`config.mk`:
```
export PLATFORM = sky130hd
export DESIGN_NAME = lpddr2_host_ctl
export DESIGN_NICKNAME = d
export VERILOG_FILES = /design/src/core/ctl_pkg.sv /design/src/core/trk_if.sv /design/src/core/bank_tracker.sv /design/src/core/lpddr2_host_ctl.sv
export VERILOG_INCLUDE_DIRS = /design/src /design/src/core
export SDC_FILE = /design/constraint.sdc
export NUM_CORES = 1
export LEC_CHECK = 0
export BUFFER_PORTS_ARGS = -buffer_cell sky130_fd_sc_hd__buf_2
export CAP_MARGIN = 20
export CORE_AREA = 3 3 157 159
export DETAILED_ROUTE_END_ITERATION = 7
export DIE_AREA = 0 0 160 162
export PLACE_DENSITY = 0.75
export SLEW_MARGIN = 20
export SYNTH_ARGS = -nofsm -noshare
export SYNTH_HDL_FRONTEND = slang
export SYNTH_SLANG_ARGS = --single-unit
```
`constraint.sdc`:
```
create_clock -name clk -period 3.42 [get_ports clk]
set_input_delay 0.684 -clock clk [delete_from_list [all_inputs] [get_ports clk]]
set_output_delay 0.684 -clock clk [all_outputs]
set_load 0.03 [all_outputs]
```
`src/core/ctl_consts.svh`:
```
`ifndef CTL_CONSTS_SVH
`define CTL_CONSTS_SVH

// ****************************************************************
// Clock and geometry
// ****************************************************************
`define CLK_MHZ      40
`define NUM_BANKS    8
`define BANK_W       3
`define DQ_W         16
`define DM_W         2
`define BURST_LEN    4
`define BEAT_W       4
`define CNT_W        8
`define GCNT_W       16

// ****************************************************************
// Timing figures in their own units (plain defaults)
// ****************************************************************
`define T_RCD_NS     18
`define T_RP_NS      18
`define T_RRD_NS     10
`define T_RFC_NS     130
`define T_XP_NS      8
`define T_MRR_CK     2
`define T_MRW_CK     5
`define T_INIT5_US   10

// Least time in ns rounded up to whole cycles of clk.
`define NS2CYC(ns)   ((((ns) * `CLK_MHZ) + 999) / 1000)
// Time in us as whole cycles of clk.
`define US2CYC(us)   ((us) * `CLK_MHZ)

`endif

```
`src/core/ctl_pkg.sv`:
```
`include "ctl_consts.svh"

package ctl_pkg;

  // ****************************************************************
  // Command, bank state and device state codes
  // ****************************************************************
  typedef enum logic [3:0] {
    CMD_NOP  = 4'h0,
    CMD_ACT  = 4'h1,
    CMD_RD   = 4'h2,
    CMD_WR   = 4'h3,
    CMD_PRE  = 4'h4,
    CMD_PREA = 4'h5,
    CMD_BST  = 4'h6,
    CMD_MRR  = 4'h7,
    CMD_MRW  = 4'h8,
    CMD_RST  = 4'h9,
    CMD_REF  = 4'hA
  } cmd_t;

  typedef enum logic [2:0] {
    BK_IDLE  = 3'h0,
    BK_ACTG  = 3'h1,
    BK_ACTV  = 3'h2,
    BK_RDG   = 3'h3,
    BK_WRG   = 3'h4,
    BK_RDAP  = 3'h5,
    BK_WRAP  = 3'h6,
    BK_PREG  = 3'h7
  } bank_st_t;

  typedef enum logic [2:0] {
    G_PWRON  = 3'h0,
    G_RUN    = 3'h1,
    G_MRR    = 3'h2,
    G_MRW    = 3'h3,
    G_REF    = 3'h4,
    G_RSTG   = 3'h5,
    G_PDN    = 3'h6,
    G_PEXIT  = 3'h7
  } gst_t;

  // ****************************************************************
  // State records
  // ****************************************************************
  typedef struct packed {
    bank_st_t              st;
    logic [`CNT_W-1:0]     cnt;
  } bank_rec_t;

  typedef struct packed {
    bank_rec_t [`NUM_BANKS-1:0] bank;
    logic                       burst_on;
    logic [`BANK_W-1:0]         burst_bank;
    logic                       burst_wr;
    logic                       burst_ap;
    logic [`CNT_W-1:0]          burst_cnt;
  } trk_state_t;

  typedef struct packed {
    gst_t                           gst;
    gst_t                           mrr_ret;
    logic [`GCNT_W-1:0]             gcnt;
    logic [`CNT_W-1:0]              mcnt;
    logic [`CNT_W-1:0]              rrd;
    logic                           cke;
    logic                           cke_prev;
    cmd_t                           cmd;
    logic [`BANK_W-1:0]             bank;
    logic                           ap;
    logic [`DQ_W*`BURST_LEN-1:0]    wbuf;
    logic [`DM_W*`BURST_LEN-1:0]    mbuf;
    logic [`BEAT_W-1:0]             beats;
    logic [`DQ_W-1:0]               dq;
    logic [`DM_W-1:0]               dm;
    logic                           dq_oe;
  } host_state_t;

endpackage : ctl_pkg

```
`src/core/trk_if.sv`:
```
`timescale 1ns/1ps

interface trk_if
  import ctl_pkg::*;
  ();
  logic                           issue;
  cmd_t                           cmd;
  logic [`BANK_W-1:0]             bank;
  logic                           ap;
  bank_st_t [`NUM_BANKS-1:0]      st;
  logic                           all_idle;
  logic                           burst_on;
  logic [`BANK_W-1:0]             burst_bank;
  logic                           burst_wr;
  logic                           burst_ap;

  modport ctl (
    output issue, cmd, bank, ap,
    input  st, all_idle, burst_on, burst_bank, burst_wr, burst_ap
  );
  modport tracker (
    input  issue, cmd, bank, ap,
    output st, all_idle, burst_on, burst_bank, burst_wr, burst_ap
  );
endinterface : trk_if

```
`src/core/bank_tracker.sv`:
```
`timescale 1ns/1ps

module bank_tracker
  import ctl_pkg::*;
#(
  parameter int unsigned TRCD_CYC  = `NS2CYC(`T_RCD_NS),
  parameter int unsigned TRP_CYC   = `NS2CYC(`T_RP_NS),
  parameter int unsigned BURST_CYC = `BURST_LEN
) (
  input wire logic  clk,
  input wire logic  reset_n,
  trk_if.tracker    tif
);

  trk_state_t st_r;
  trk_state_t st_nxt;
  bank_rec_t  bank_nxt [`NUM_BANKS];
  logic       burst_end;
  logic       all_idle;

  // ****************************************************************
  // Burst bookkeeping
  // ****************************************************************
  // A burst ends on its last beat, on a terminate, or when a new column
  // command takes over the data bus.
  always_comb begin
    burst_end = st_r.burst_on && ((st_r.burst_cnt <= `CNT_W'(1)) ||
                (tif.issue && (tif.cmd == CMD_BST || tif.cmd == CMD_RD ||
                               tif.cmd == CMD_WR)));  // see (RULE5) see (RULE9)
  end

  // ****************************************************************
  // Per-bank mirror of the device state
  // ****************************************************************
  // Timers keep running whatever the device-wide state, so a bank caught
  // in a transition by a mode-register read still settles on time.
  for (genvar i = 0; i < `NUM_BANKS; i++) begin : g_bank
    always_comb begin
      bank_nxt[i] = st_r.bank[i];
      if (st_r.bank[i].cnt != '0) begin
        bank_nxt[i].cnt = st_r.bank[i].cnt - `CNT_W'(1);
      end
      case (st_r.bank[i].st)
        BK_ACTG: begin
          if (st_r.bank[i].cnt <= `CNT_W'(1)) bank_nxt[i].st = BK_ACTV;  // see (RULE4) see (RULE15)
        end
        BK_PREG: begin
          if (st_r.bank[i].cnt <= `CNT_W'(1)) bank_nxt[i].st = BK_IDLE;  // see (RULE4) see (RULE15)
        end
        default: begin
        end
      endcase
      if (burst_end && st_r.burst_bank == `BANK_W'(i)) begin
        if (st_r.bank[i].st == BK_RDAP || st_r.bank[i].st == BK_WRAP) begin
          bank_nxt[i].st  = BK_PREG;
          bank_nxt[i].cnt = `CNT_W'(TRP_CYC - 1);
        end else if (st_r.bank[i].st == BK_RDG || st_r.bank[i].st == BK_WRG) begin
          bank_nxt[i].st = BK_ACTV;  // see (RULE5) see (RULE9)
        end
      end
      if (tif.issue && (tif.bank == `BANK_W'(i) || tif.cmd == CMD_PREA)) begin
        case (tif.cmd)
          CMD_ACT: begin
            bank_nxt[i].st  = BK_ACTG;  // see (RULE6)
            bank_nxt[i].cnt = `CNT_W'(TRCD_CYC - 1);
          end
          CMD_RD: begin
            bank_nxt[i].st = tif.ap ? BK_RDAP : BK_RDG;  // see (RULE12)
          end
          CMD_WR: begin
            bank_nxt[i].st = tif.ap ? BK_WRAP : BK_WRG;  // see (RULE12)
          end
          CMD_PRE, CMD_PREA: begin
            bank_nxt[i].st  = BK_PREG;  // see (RULE13)
            bank_nxt[i].cnt = `CNT_W'(TRP_CYC - 1);
          end
          default: begin
          end
        endcase
      end
    end
  end

  // ****************************************************************
  // Next state assembly
  // ****************************************************************
  always_comb begin
    st_nxt = st_r;
    for (int b = 0; b < `NUM_BANKS; b++) begin
      st_nxt.bank[b] = bank_nxt[b];
    end
    if (st_r.burst_cnt != '0) begin
      st_nxt.burst_cnt = st_r.burst_cnt - `CNT_W'(1);
    end
    if (burst_end) begin
      st_nxt.burst_on = 1'b0;
    end
    if (tif.issue && (tif.cmd == CMD_RD || tif.cmd == CMD_WR)) begin
      st_nxt.burst_on   = 1'b1;
      st_nxt.burst_bank = tif.bank;
      st_nxt.burst_wr   = (tif.cmd == CMD_WR);
      st_nxt.burst_ap   = tif.ap;
      st_nxt.burst_cnt  = `CNT_W'(BURST_CYC);
    end
  end

  // State register; reset leaves every bank idle and the bus quiet.
  always_ff @(posedge clk or negedge reset_n) begin
    if (!reset_n) begin
      st_r <= '0;
    end else begin
      st_r <= st_nxt;
    end
  end

  // ****************************************************************
  // Status toward the controller
  // ****************************************************************
  always_comb begin
    all_idle = 1'b1;
    for (int b = 0; b < `NUM_BANKS; b++) begin
      tif.st[b] = st_r.bank[b].st;
      if (st_r.bank[b].st != BK_IDLE) all_idle = 1'b0;
    end
  end

  assign tif.all_idle   = all_idle;
  assign tif.burst_on   = st_r.burst_on;
  assign tif.burst_bank = st_r.burst_bank;
  assign tif.burst_wr   = st_r.burst_wr;
  assign tif.burst_ap   = st_r.burst_ap;

endmodule : bank_tracker

```
`src/core/lpddr2_host_ctl.sv`:
```
// Contract
// (RULE1) Commands only with clock enable high on last and current edge, after exit wait.
// (RULE2) Never issue a bank-state and command pair outside the legal set.
// (RULE3) With bank n idle, any command may go to another bank m.
// (RULE4) Idle means precharged plus tRP; active means row open plus tRCD, nothing running.
// (RULE5) Reading or writing lasts from burst start until it completes or is terminated.
// (RULE6) Activate makes a bank active; keep tRRD between activates to different banks.
// (RULE7) Refresh, self refresh and mode-register write only with every bank idle.
// (RULE8) Burst terminate only to the bank whose burst is running, while it runs.
// (RULE9) An accepted burst terminate ends the burst and leaves that bank active.
// (RULE10) Mode-register read lasts tMRR, write tMRW; only NOP meanwhile.
// (RULE11) After a mode-register read return to idle, active or resetting; after write idle.
// (RULE12) Read and write permissions hold alike with and without auto precharge.
// (RULE13) Precharge hits one or all banks; for all, each must allow precharge.
// (RULE14) Mode-register read allowed while banks idle, active, activating or precharging.
// (RULE15) After a mode-register read, activating or precharging banks finish on time.
// (RULE16) Write after read only once the read burst completes or is terminated.
// (RULE17) Read after write only once the write burst completes or is terminated.
// (RULE18) During an auto-precharge burst other banks take any valid command.
// (RULE19) Reset is a mode-register write from power-on or all idle; enters resetting.
// (RULE20) Write data stored where mask is low, ignored where high; mask rides with data.
`timescale 1ns/1ps

module lpddr2_host_ctl
  import ctl_pkg::*;
#(
  parameter int unsigned TRCD_CYC  = `NS2CYC(`T_RCD_NS),
  parameter int unsigned TRP_CYC   = `NS2CYC(`T_RP_NS),
  parameter int unsigned TRRD_CYC  = `NS2CYC(`T_RRD_NS),
  parameter int unsigned TRFC_CYC  = `NS2CYC(`T_RFC_NS),
  parameter int unsigned TXP_CYC   = `NS2CYC(`T_XP_NS),
  parameter int unsigned TMRR_CYC  = `T_MRR_CK,
  parameter int unsigned TMRW_CYC  = `T_MRW_CK,
  parameter int unsigned TINIT_CYC = `US2CYC(`T_INIT5_US)
) (
  input  wire logic                              clk,
  input  wire logic                              reset_n,
  input  wire logic                              req_valid,
  output logic                                   req_ready,
  input  wire cmd_t                              req_cmd,
  input  wire logic [`BANK_W-1:0]                req_bank,
  input  wire logic                              req_ap,
  input  wire logic [`DQ_W*`BURST_LEN-1:0]       req_wdata,
  input  wire logic [`DM_W*`BURST_LEN-1:0]       req_wmask,
  input  wire logic                              pd_req,
  output logic                                   busy,
  output logic                                   mem_cke,
  output cmd_t                                   mem_cmd,
  output logic [`BANK_W-1:0]                     mem_bank,
  output logic                                   mem_ap,
  output logic [`DQ_W-1:0]                       mem_dq_o,
  output logic                                   mem_dq_oe,
  output logic [`DM_W-1:0]                       mem_dm
);

  host_state_t st_r;
  host_state_t st_nxt;
  trk_if       tif ();

  logic        legal;
  logic        issue;
  logic        cke_ok;
  logic        run;
  logic        quiet;
  logic        pd_go;
  logic        prea_ok;
  logic        mrr_ok;
  bank_st_t    tgt;

  // ****************************************************************
  // Bank state mirror
  // ****************************************************************
  bank_tracker #(
    .TRCD_CYC  (TRCD_CYC),
    .TRP_CYC   (TRP_CYC),
    .BURST_CYC (`BURST_LEN)
  ) u_tracker (
    .clk     (clk),
    .reset_n (reset_n),
    .tif     (tif)
  );

  assign tif.issue = issue;
  assign tif.cmd   = req_cmd;
  assign tif.bank  = req_bank;
  assign tif.ap    = req_ap;

  // ****************************************************************
  // Whole-device conditions
  // ****************************************************************
  // Commands need the clock enable seen high on two successive edges; the
  // gap after power-down exit is kept by the separate G_PEXIT wait.
  always_comb begin
    cke_ok = st_r.cke && st_r.cke_prev;  // see (RULE1)
    run    = (st_r.gst == G_RUN) && cke_ok;  // see (RULE10)
    quiet  = tif.all_idle && !tif.burst_on;
    tgt    = tif.st[req_bank];
    pd_go  = run && pd_req && quiet && (st_r.rrd == '0);
  end

  // Multi-bank checks: all-bank precharge and mode-register read look at
  // every bank, not only the one addressed.
  always_comb begin
    prea_ok = !tif.burst_on;
    mrr_ok  = !tif.burst_on;
    for (int b = 0; b < `NUM_BANKS; b++) begin
      if (tif.st[b] != BK_IDLE && tif.st[b] != BK_ACTV) begin
        prea_ok = 1'b0;  // see (RULE13)
      end
      if (tif.st[b] == BK_RDG || tif.st[b] == BK_WRG ||
          tif.st[b] == BK_RDAP || tif.st[b] == BK_WRAP) begin
        mrr_ok = 1'b0;  // see (RULE14)
      end
    end
  end

  // ****************************************************************
  // Legality of the pending request
  // ****************************************************************
  // Anything not matched below stays refused; the request simply waits
  // with ready low, so a request that can never become legal must be
  // withdrawn by the user.
  always_comb begin
    legal = 1'b0;  // see (RULE2)
    case (req_cmd)
      CMD_NOP: begin
        legal = 1'b1;
      end
      CMD_ACT: begin
        legal = run && tgt == BK_IDLE && st_r.rrd == '0;  // see (RULE3) see (RULE6)
      end
      CMD_RD: begin
        // Same-direction bursts may chain; a write in flight must finish or
        // be terminated first. Banks in auto-precharge bursts are not
        // touched, other banks are free to take the read.
        legal = run && (tgt == BK_ACTV || tgt == BK_RDG || tgt == BK_WRG) &&
                !(tif.burst_on && tif.burst_wr);  // see (RULE17) see (RULE18) see (RULE12)
      end
      CMD_WR: begin
        legal = run && (tgt == BK_ACTV || tgt == BK_RDG || tgt == BK_WRG) &&
                !(tif.burst_on && !tif.burst_wr);  // see (RULE16) see (RULE18) see (RULE12)
      end
      CMD_PRE: begin
        legal = run && (tgt == BK_IDLE || tgt == BK_ACTV);  // see (RULE13)
      end
      CMD_PREA: begin
        legal = run && prea_ok;  // see (RULE13)
      end
      CMD_BST: begin
        // Auto-precharge bursts cannot be cut short, so they are excluded.
        legal = run && tif.burst_on && !tif.burst_ap &&
                req_bank == tif.burst_bank;  // see (RULE8)
      end
      CMD_MRR: begin
        legal = (run && mrr_ok) ||
                (st_r.gst == G_RSTG && cke_ok);  // see (RULE14)
      end
      CMD_MRW, CMD_REF: begin
        legal = run && quiet;  // see (RULE7)
      end
      CMD_RST: begin
        legal = cke_ok && (st_r.gst == G_PWRON ||
                           (st_r.gst == G_RUN && quiet));  // see (RULE19)
      end
      default: begin
        legal = 1'b0;
      end
    endcase
    if (pd_go) legal = 1'b0;
  end

  assign req_ready = legal;
  assign issue     = req_valid && legal;

  // ****************************************************************
  // Device-wide sequencer
  // ****************************************************************
  // Timed waits load the count less one and leave at one, so the next
  // command, bar a mode-register read inside the reset wait, lands no
  // earlier than the full wait after the one that started it (two cycles at the least).
  always_comb begin
    st_nxt          = st_r;
    st_nxt.cke_prev = st_r.cke;
    if (st_r.gcnt != '0) st_nxt.gcnt = st_r.gcnt - `GCNT_W'(1);
    if (st_r.mcnt != '0) st_nxt.mcnt = st_r.mcnt - `CNT_W'(1);
    if (st_r.rrd != '0)  st_nxt.rrd  = st_r.rrd - `CNT_W'(1);
    case (st_r.gst)
      G_PWRON: begin
        st_nxt.cke = 1'b1;
      end
      G_RUN: begin
        if (pd_go) begin
          st_nxt.gst = G_PDN;  // see (RULE1)
          st_nxt.cke = 1'b0;
        end
      end
      G_MRR: begin
        if (st_r.mcnt <= `CNT_W'(1)) st_nxt.gst = st_r.mrr_ret;  // see (RULE10) see (RULE11)
      end
      G_MRW, G_REF: begin
        if (st_r.mcnt <= `CNT_W'(1)) st_nxt.gst = G_RUN;  // see (RULE10) see (RULE11)
      end
      G_RSTG: begin
        if (st_r.gcnt <= `GCNT_W'(1)) st_nxt.gst = G_RUN;
      end
      G_PDN: begin
        if (!pd_req) begin
          st_nxt.gst  = G_PEXIT;
          st_nxt.cke  = 1'b1;
          st_nxt.gcnt = `GCNT_W'(TXP_CYC - 1);
        end
      end
      G_PEXIT: begin
        if (st_r.gcnt <= `GCNT_W'(1)) st_nxt.gst = G_RUN;  // see (RULE1)
      end
      default: begin
        st_nxt.gst = G_PWRON;
      end
    endcase

    // Accepted commands start their device-wide effects here.
    if (issue) begin
      case (req_cmd)
        CMD_ACT: begin
          st_nxt.rrd = `CNT_W'(TRRD_CYC - 1);  // see (RULE6)
        end
        CMD_MRR: begin
          st_nxt.gst     = G_MRR;  // see (RULE10)
          st_nxt.mrr_ret = st_r.gst;  // see (RULE11)
          st_nxt.mcnt    = `CNT_W'(TMRR_CYC - 1);
        end
        CMD_MRW: begin
          st_nxt.gst  = G_MRW;  // see (RULE10)
          st_nxt.mcnt = `CNT_W'(TMRW_CYC - 1);
        end
        CMD_REF: begin
          st_nxt.gst  = G_REF;
          st_nxt.mcnt = `CNT_W'(TRFC_CYC - 1);
        end
        CMD_RST: begin
          st_nxt.gst  = G_RSTG;  // see (RULE19)
          st_nxt.gcnt = `GCNT_W'(TINIT_CYC - 1);
        end
        default: begin
        end
      endcase
    end

    // Command pins: the accepted command for one cycle, NOP otherwise.
    st_nxt.cmd  = issue ? req_cmd : CMD_NOP;  // see (RULE10)
    st_nxt.bank = issue ? req_bank : st_r.bank;
    st_nxt.ap   = issue && req_ap;

    // Write data path: beat zero goes out in the same cycle as the command
    // and each mask bit travels in the same cycle as its data byte, so the
    // device stores a byte only where its mask is low.
    st_nxt.dq_oe = 1'b0;
    if (issue && req_cmd == CMD_WR) begin
      st_nxt.dq    = req_wdata[`DQ_W-1:0];  // see (RULE20)
      st_nxt.dm    = req_wmask[`DM_W-1:0];  // see (RULE20)
      st_nxt.wbuf  = req_wdata >> `DQ_W;
      st_nxt.mbuf  = req_wmask >> `DM_W;
      st_nxt.beats = `BEAT_W'(`BURST_LEN - 1);
      st_nxt.dq_oe = 1'b1;
    end else if (issue && (req_cmd == CMD_BST || req_cmd == CMD_RD)) begin
      st_nxt.beats = '0;  // see (RULE9) see (RULE17)
    end else if (st_r.beats != '0) begin
      st_nxt.dq    = st_r.wbuf[`DQ_W-1:0];
      st_nxt.dm    = st_r.mbuf[`DM_W-1:0];
      st_nxt.wbuf  = st_r.wbuf >> `DQ_W;
      st_nxt.mbuf  = st_r.mbuf >> `DM_W;
      st_nxt.beats = st_r.beats - `BEAT_W'(1);
      st_nxt.dq_oe = 1'b1;
    end
  end

  // State register; reset lands in power-on with the clock enable low.
  always_ff @(posedge clk or negedge reset_n) begin
    if (!reset_n) begin
      st_r <= '0;
    end else begin
      st_r <= st_nxt;
    end
  end

  // ****************************************************************
  // Outputs
  // ****************************************************************
  assign busy      = (st_r.gst != G_RUN);
  assign mem_cke   = st_r.cke;
  assign mem_cmd   = st_r.cmd;
  assign mem_bank  = st_r.bank;
  assign mem_ap    = st_r.ap;
  assign mem_dq_o  = st_r.dq;
  assign mem_dq_oe = st_r.dq_oe;
  assign mem_dm    = st_r.dm;

endmodule : lpddr2_host_ctl

```
[Word level (Yosys, flattened, before mapping)]
Cells that the tools add are included.
Word-level totals
  bits in registers: 245
  output and inout port bits: 30
Operators by class
  add/subtract/negate cells: 13
  $lt $le $gt $ge: 12
  equality and inequality tests: 95
  multiplexer cells: 147
  reductions and logical operators: 148
Operators with widths (number)
  $mux 8: 28
  $mux 95: 2
  $mux 11: 16
  $eq 3x3->1 const B: 45
  $mux 3: 40
  $pmux 3 s4: 9
  $reduce_bool 8->1: 11
  $sub 8x1->8 const B: 11
  $le 8x1->1 const B: 10
  $mux 72: 1
  $mux 16: 4
  $logic_and 1x1->1: 54
  $logic_or 1x1->1: 49
  $eq 3x2->1 const B: 16
  $pmux 3 s2: 8
  $mux 38: 1
  $eq 3x1->1 const B: 11
  $reduce_bool 3->1: 10
  $mux 1: 28
  $ne 3x2->1 const B: 8
  $pmux 8 s3: 1
  $mux 19: 1
  $eq 4x3->1 const B: 4
  $le 16x1->1 const B: 1
  27 further kinds: 46

[Longest topological paths before layout]
  depth in word-level cells: 24
  gate-level depth with buffers: 14
  gate-level depth less buffers: 11

[Modules after synthesis]
A second synthesis with hierarchy kept.
Second synthesis, totals
  cells, all modules: 1363
  area total of the unflattened synthesis: 12767.2 um^2
By module, submodules not included
  lpddr2_host_ctl: times used 1, cells each 688, area an instance 6686.4 um^2
  bank_tracker: times used 1, cells each 675, area an instance 6080.8 um^2

[Least setup slack after synthesis]
No wires, ideal clock.
  path kind: input to register
  start point: input port req_bank[1]
  end point: register u_tracker.st_r, in the netlist u_tracker.tif.st[0]
  setup time: 0.128 ns
  arrival time: 3.397 ns
  setup slack: -0.105 ns
  stages on the path: 13
  path buffers: 4
  cell sequence: buf_2 buf_1 mux2i_1 o22ai_1 a211oi_1 mux2i_1 a2bb2oi_1 a21bo_1 buf_2 buf_2 or4_1 a21oi_1 o22ai_1
RTL lines
  start, declared: line lpddr2_host_ctl.sv:41  | input wire logic [`BANK_W-1:0] req_bank,
  end signal, assigned: line bank_tracker.sv:112  | st_r <= st_nxt;
  end, declared: line bank_tracker.sv:15  | trk_state_t st_r;

[Worst setup path after layout]
  start point: register u_tracker.st_r, in the netlist u_tracker.tif.st[15]
  end point: output port req_ready
Between the ends
  longest elaborated chain between the ends: 11
RTL lines
  $eq 3x2->1 or $eq 3x3->1 (tied branches): line lpddr2_host_ctl.sv:110  | if (tif.st[b] == BK_RDG || tif.st[b] == BK_WRG ||
  $logic_or 1x1->1 (2 in series): line lpddr2_host_ctl.sv:110
  $logic_or 1x1->1: line lpddr2_host_ctl.sv:111  | tif.st[b] == BK_RDAP || tif.st[b] == BK_WRAP) begin
  $mux 1 (3 in series): line lpddr2_host_ctl.sv:110
  $logic_and 1x1->1: line lpddr2_host_ctl.sv:155  | legal = (run && mrr_ok) ||
  $logic_or 1x1->1: line lpddr2_host_ctl.sv:155
  $pmux 1 s10: line lpddr2_host_ctl.sv:125  | case (req_cmd)
  $mux 1 *: line lpddr2_host_ctl.sv:169  | if (pd_go) legal = 1'b0;
  end, declared: line lpddr2_host_ctl.sv:39  | output logic req_ready,
Mark *: on every way between the ends. The rest lies on a longest branch, timed or not. The select of a mux whose other input is x is not followed.

==> flow_metrics.env <==
export IMPL_synthMostInstantiatedCell="sky130_fd_sc_hd__dfrtp_1"
export IMPL_placement_io_buffers=113
export IMPL_yosys_cell_types_count=69
export IMPL_netlist_top_cells_area="sky130_fd_sc_hd__dfrtp_1 45%, sky130_fd_sc_hd__a21oi_1 4.5%, sky130_fd_sc_hd__nand2_1 4.2%"
export IMPL_tritoncts="built"
export IMPL_dp_final_hpwl_um=21080
export IMPL_critical_path_max_fanout=5
export IMPL_route_detailed_wl_per_inst_um=16.63
export IMPL_postSynthRegisterBits=227
export IMPL_cellPowerDensity_nw_per_um2=646.1
export IMPL_slew_violations=0
export IMPL_netlist_area_um2=12510
export IMPL_ir_worst_vdd_uv=358.4
export IMPL_post_place_ws_ns=-0.1044
export IMPL_initial_core_util=0.5344
export IMPL_synth_sequential_area_ratio=0.4542
export IMPL_path_class="reg -> out"
export IMPL_count_of_flip_flops_with_a_built_in_enable_after_synthesis=0
export IMPL_detailedRoute_firstPassIterationCount=7
export IMPL_timing_max_cap_violations=0
export IMPL_timing_clock_skew_ns=0.02522
export IMPL_yosysTopAreaCellShare=0.4542
export IMPL_clk_path_buf_depth=3
export IMPL_route_detailed_vias_per_inst=5.762
export IMPL_run_status="finished clean"
export IMPL_globalRouteOverflowTotal=0
export IMPL_cellLeakagePower_nw=6.628
export IMPL_diodes=0
export IMPL_syn2layout_area_growth_pct=17.03
export IMPL_all_layer_global_routing_usage=0.2320
export IMPL_drtIter0Drc=724
export IMPL_synth_async_sr_flop_share=1.000
export IMPL_row_count=56
export IMPL_drt_antenna_violating_nets=0
export IMPL_cts_hold_repair_buffers=0
export IMPL_max_slew_margin_rel=0.5043
export IMPL_num_io_pins=114
export IMPL_yosys_area_top_type="sky130_fd_sc_hd__dfrtp_1"
export IMPL_layout_drive_gt1_share=0.1811
export IMPL_synth_nets=1461
export IMPL_route_detailed_drc=0
export IMPL_grt_antenna_before_repair=2
export IMPL_numClockSinks=227
export IMPL_critical_path_required_ns=2.74
export IMPL_finalWirelength_um=30190
export IMPL_setup_total_negative_slack_ns=0
export IMPL_arrival_ns=2.72
export IMPL_netlist_instances=1351
export IMPL_vias=10460
export IMPL_min_period_over_period=0.9954
export IMPL_die_wd_um=160
export IMPL_synth_warnings=0
export IMPL_die_height_um=162
export IMPL_detailed_place_area_um2=13720
export IMPL_finish_utilization=0.6254
export IMPL_layout_setup_ws_ns=0.01581
export IMPL_globalplace_congestion=0.9421
export IMPL_worst_slew_pin_transition_ns=0.7368
export IMPL_final_setup_violation_count=0
export IMPL_cts_root_buffer_cell="sky130_fd_sc_hd__clkbuf_16"
export IMPL_grt_start_max_net_pins=94
export IMPL_ys_top_cells_by_count="227 x sky130_fd_sc_hd__dfrtp_1, 139 x sky130_fd_sc_hd__nand2_1, 135 x sky130_fd_sc_hd__nor2_1, 113 x sky130_fd_sc_hd__a21oi_1, 62 x sky130_fd_sc_hd__nor3_1"
export IMPL_timing_critical_path_to_type="primary output"
export IMPL_postSynthAreaPerCell_um2=9.258
export IMPL_via_count_of_the_first_global_routing_pass=10460
export IMPL_worst_hold_path_type="in -> async"
export IMPL_time_the_final_worst_path_needs_with_i_o_delays_and_setup_ns=3.404
export IMPL_h_tree_depth=1
export IMPL_clock_fmax_mhz=293.8
export IMPL_floorplan_die_area_um2=25920
export IMPL_cts_reportedPaths_clkPinSlew_ns=0.06
export IMPL_cts_made_buffers=26
export IMPL_worst_skew_late_latency_ns=0.54
export IMPL_grt_pass1_wl_um=50790
export IMPL_finalInstanceArea_um2=14640
export IMPL_grt_setup_unrepaired="true"
export IMPL_num_nets_final=1587
export IMPL_synth_flop_cell="sky130_fd_sc_hd__dfrtp_1"
export IMPL_startpoint_type="register"
export IMPL_finalHoldViolCount=0
export IMPL_core_um2=23400
## flip-flops by register name (all words and copies together), names as in the netlist
name,flops
mem_ap,1
mem_bank,3
mem_cke,1
mem_cmd,4
mem_dm,2
mem_dq_o,16
mem_dq_oe,1
st_r,97
u_tracker.st_r,72
u_tracker.tif.burst_ap,1
u_tracker.tif.burst_bank,3
u_tracker.tif.burst_on,1
u_tracker.tif.burst_wr,1
u_tracker.tif.st,24
## worst max-delay path, stage by stage (launching register included)
cell,delay [ns]
sky130_fd_sc_hd__dfrtp_1,0.43
sky130_fd_sc_hd__or4_1,0.63
sky130_fd_sc_hd__nor3_2,0.31
sky130_fd_sc_hd__o21ai_0,0.16
sky130_fd_sc_hd__o211a_1,0.21
sky130_fd_sc_hd__and2_4,0.19
sky130_fd_sc_hd__nor2b_4,0.13
sky130_fd_sc_hd__buf_6,0.14
## routing by layer
metal / vias up / share of wire / global-route usage
li1: 5065 / - / -
met1: 5026 / 0.44 / 0.3152
met2: 296 / 0.47 / 0.3806
met3: 67 / 0.064 / 0.04846
met4: 4 / 0.025 / 0.06469
met5: - / 0.00089 / 0
## through the flow
| step | total power, mW | hold WS [ns] | instances |
|---|---|---|---|
| after floorplan | 5.976 | 0.3884 | 1351 |
| after global placement | 6.580 | 0.4376 | 1763 |
| after detailed placement | 6.711 | 0.4473 | 1763 |
| after CTS | 9.498 | 0.2185 | 1812 |
| after global routing | 10.10 | 0.2237 | 1815 |
| final | 9.456 | 0.1607 | 1815 |
## cell type report
class | count | area [um^2]
Multi-Input combinational cell | 965 | 6153
Sequential cell | 227 | 5683
Timing Repair Buffer | 197 | 1338
Tap cell | 319 | 399.1
Clock buffer | 36 | 718.2
Clock inverter | 11 | 120.1
Fill cell | 1960 | 8766
Inverter | 60 | 225.2
## logic make-up (layout without fill, tap and decap cells)
kind of cell,after synthesis,after routing,synth area share
compound gates,325,325,0.1814
flops,227,227,0.4542
xor+xnor,83,83,0.05812
fa+ha+maj,26,26,0.02601
simple gates,491,491,0.1895
mux,40,40,0.03381
buf+inv,159,304,0.05702
## power breakdown
part           switching, mW  internal [mW]
combinational           1.50           1.22
sequential             0.647           3.36
clock                   1.11           1.62
total                   3.26           6.20
## worst paths after layout
path | startpoint | endpoint | slack, ns | cells after the start
min in group clk | req_wmask[7] | st_r[28] | 0.36 | 2
setup / recovery | u_tracker.tif.st[15] | req_ready | 0.02 | 7
max in group asynchronous | reset_n | st_r[112] | 2.43 | 2
hold reg to reg | mem_cke | st_r[103] | 0.45 | 0
setup reg to reg | st_r[108] | mem_dq_o[12] | 0.22 | 12
hold / removal | reset_n | u_tracker.tif.st[9] | 0.16 | 1
## timing repair
action                                 in CTS  in global routing
pin swaps                                   4                  5
cloned                                      0                  0
setup buffers                               3                  3
endpoints found under the hold margin       0                  0
gates resized for setup                     7                  5
setup endpoints to repair                   1                  1
## layout by cell type (no fill, tap or decap), types with 14 or more instances in the layout
cell | netlist | final
sky130_fd_sc_hd__xor2_1 | 33 | 33
sky130_fd_sc_hd__a21oi_1 | 113 | 113
sky130_fd_sc_hd__dfrtp_1 | 227 | 225
sky130_fd_sc_hd__o21ai_0 | 21 | 21
sky130_fd_sc_hd__a2bb2oi_1 | 55 | 54
sky130_fd_sc_hd__nand3_1 | 26 | 26
sky130_fd_sc_hd__a31oi_1 | 15 | 15
sky130_fd_sc_hd__a22o_1 | 21 | 21
sky130_fd_sc_hd__buf_2 | 14 | 111
sky130_fd_sc_hd__inv_1 | 60 | 60
sky130_fd_sc_hd__clkbuf_16 | 0 | 26
sky130_fd_sc_hd__ha_1 | 26 | 26
sky130_fd_sc_hd__nor3_1 | 62 | 61
sky130_fd_sc_hd__nand2_1 | 139 | 139
sky130_fd_sc_hd__xnor2_1 | 50 | 49
sky130_fd_sc_hd__a211oi_1 | 14 | 14
sky130_fd_sc_hd__nor4_1 | 21 | 21
sky130_fd_sc_hd__mux2i_1 | 31 | 31
sky130_fd_sc_hd__nor2_1 | 135 | 135
sky130_fd_sc_hd__buf_4 | 26 | 74
sky130_fd_sc_hd__nand2b_1 | 18 | 18
Power figures use the tool's default switching activity.
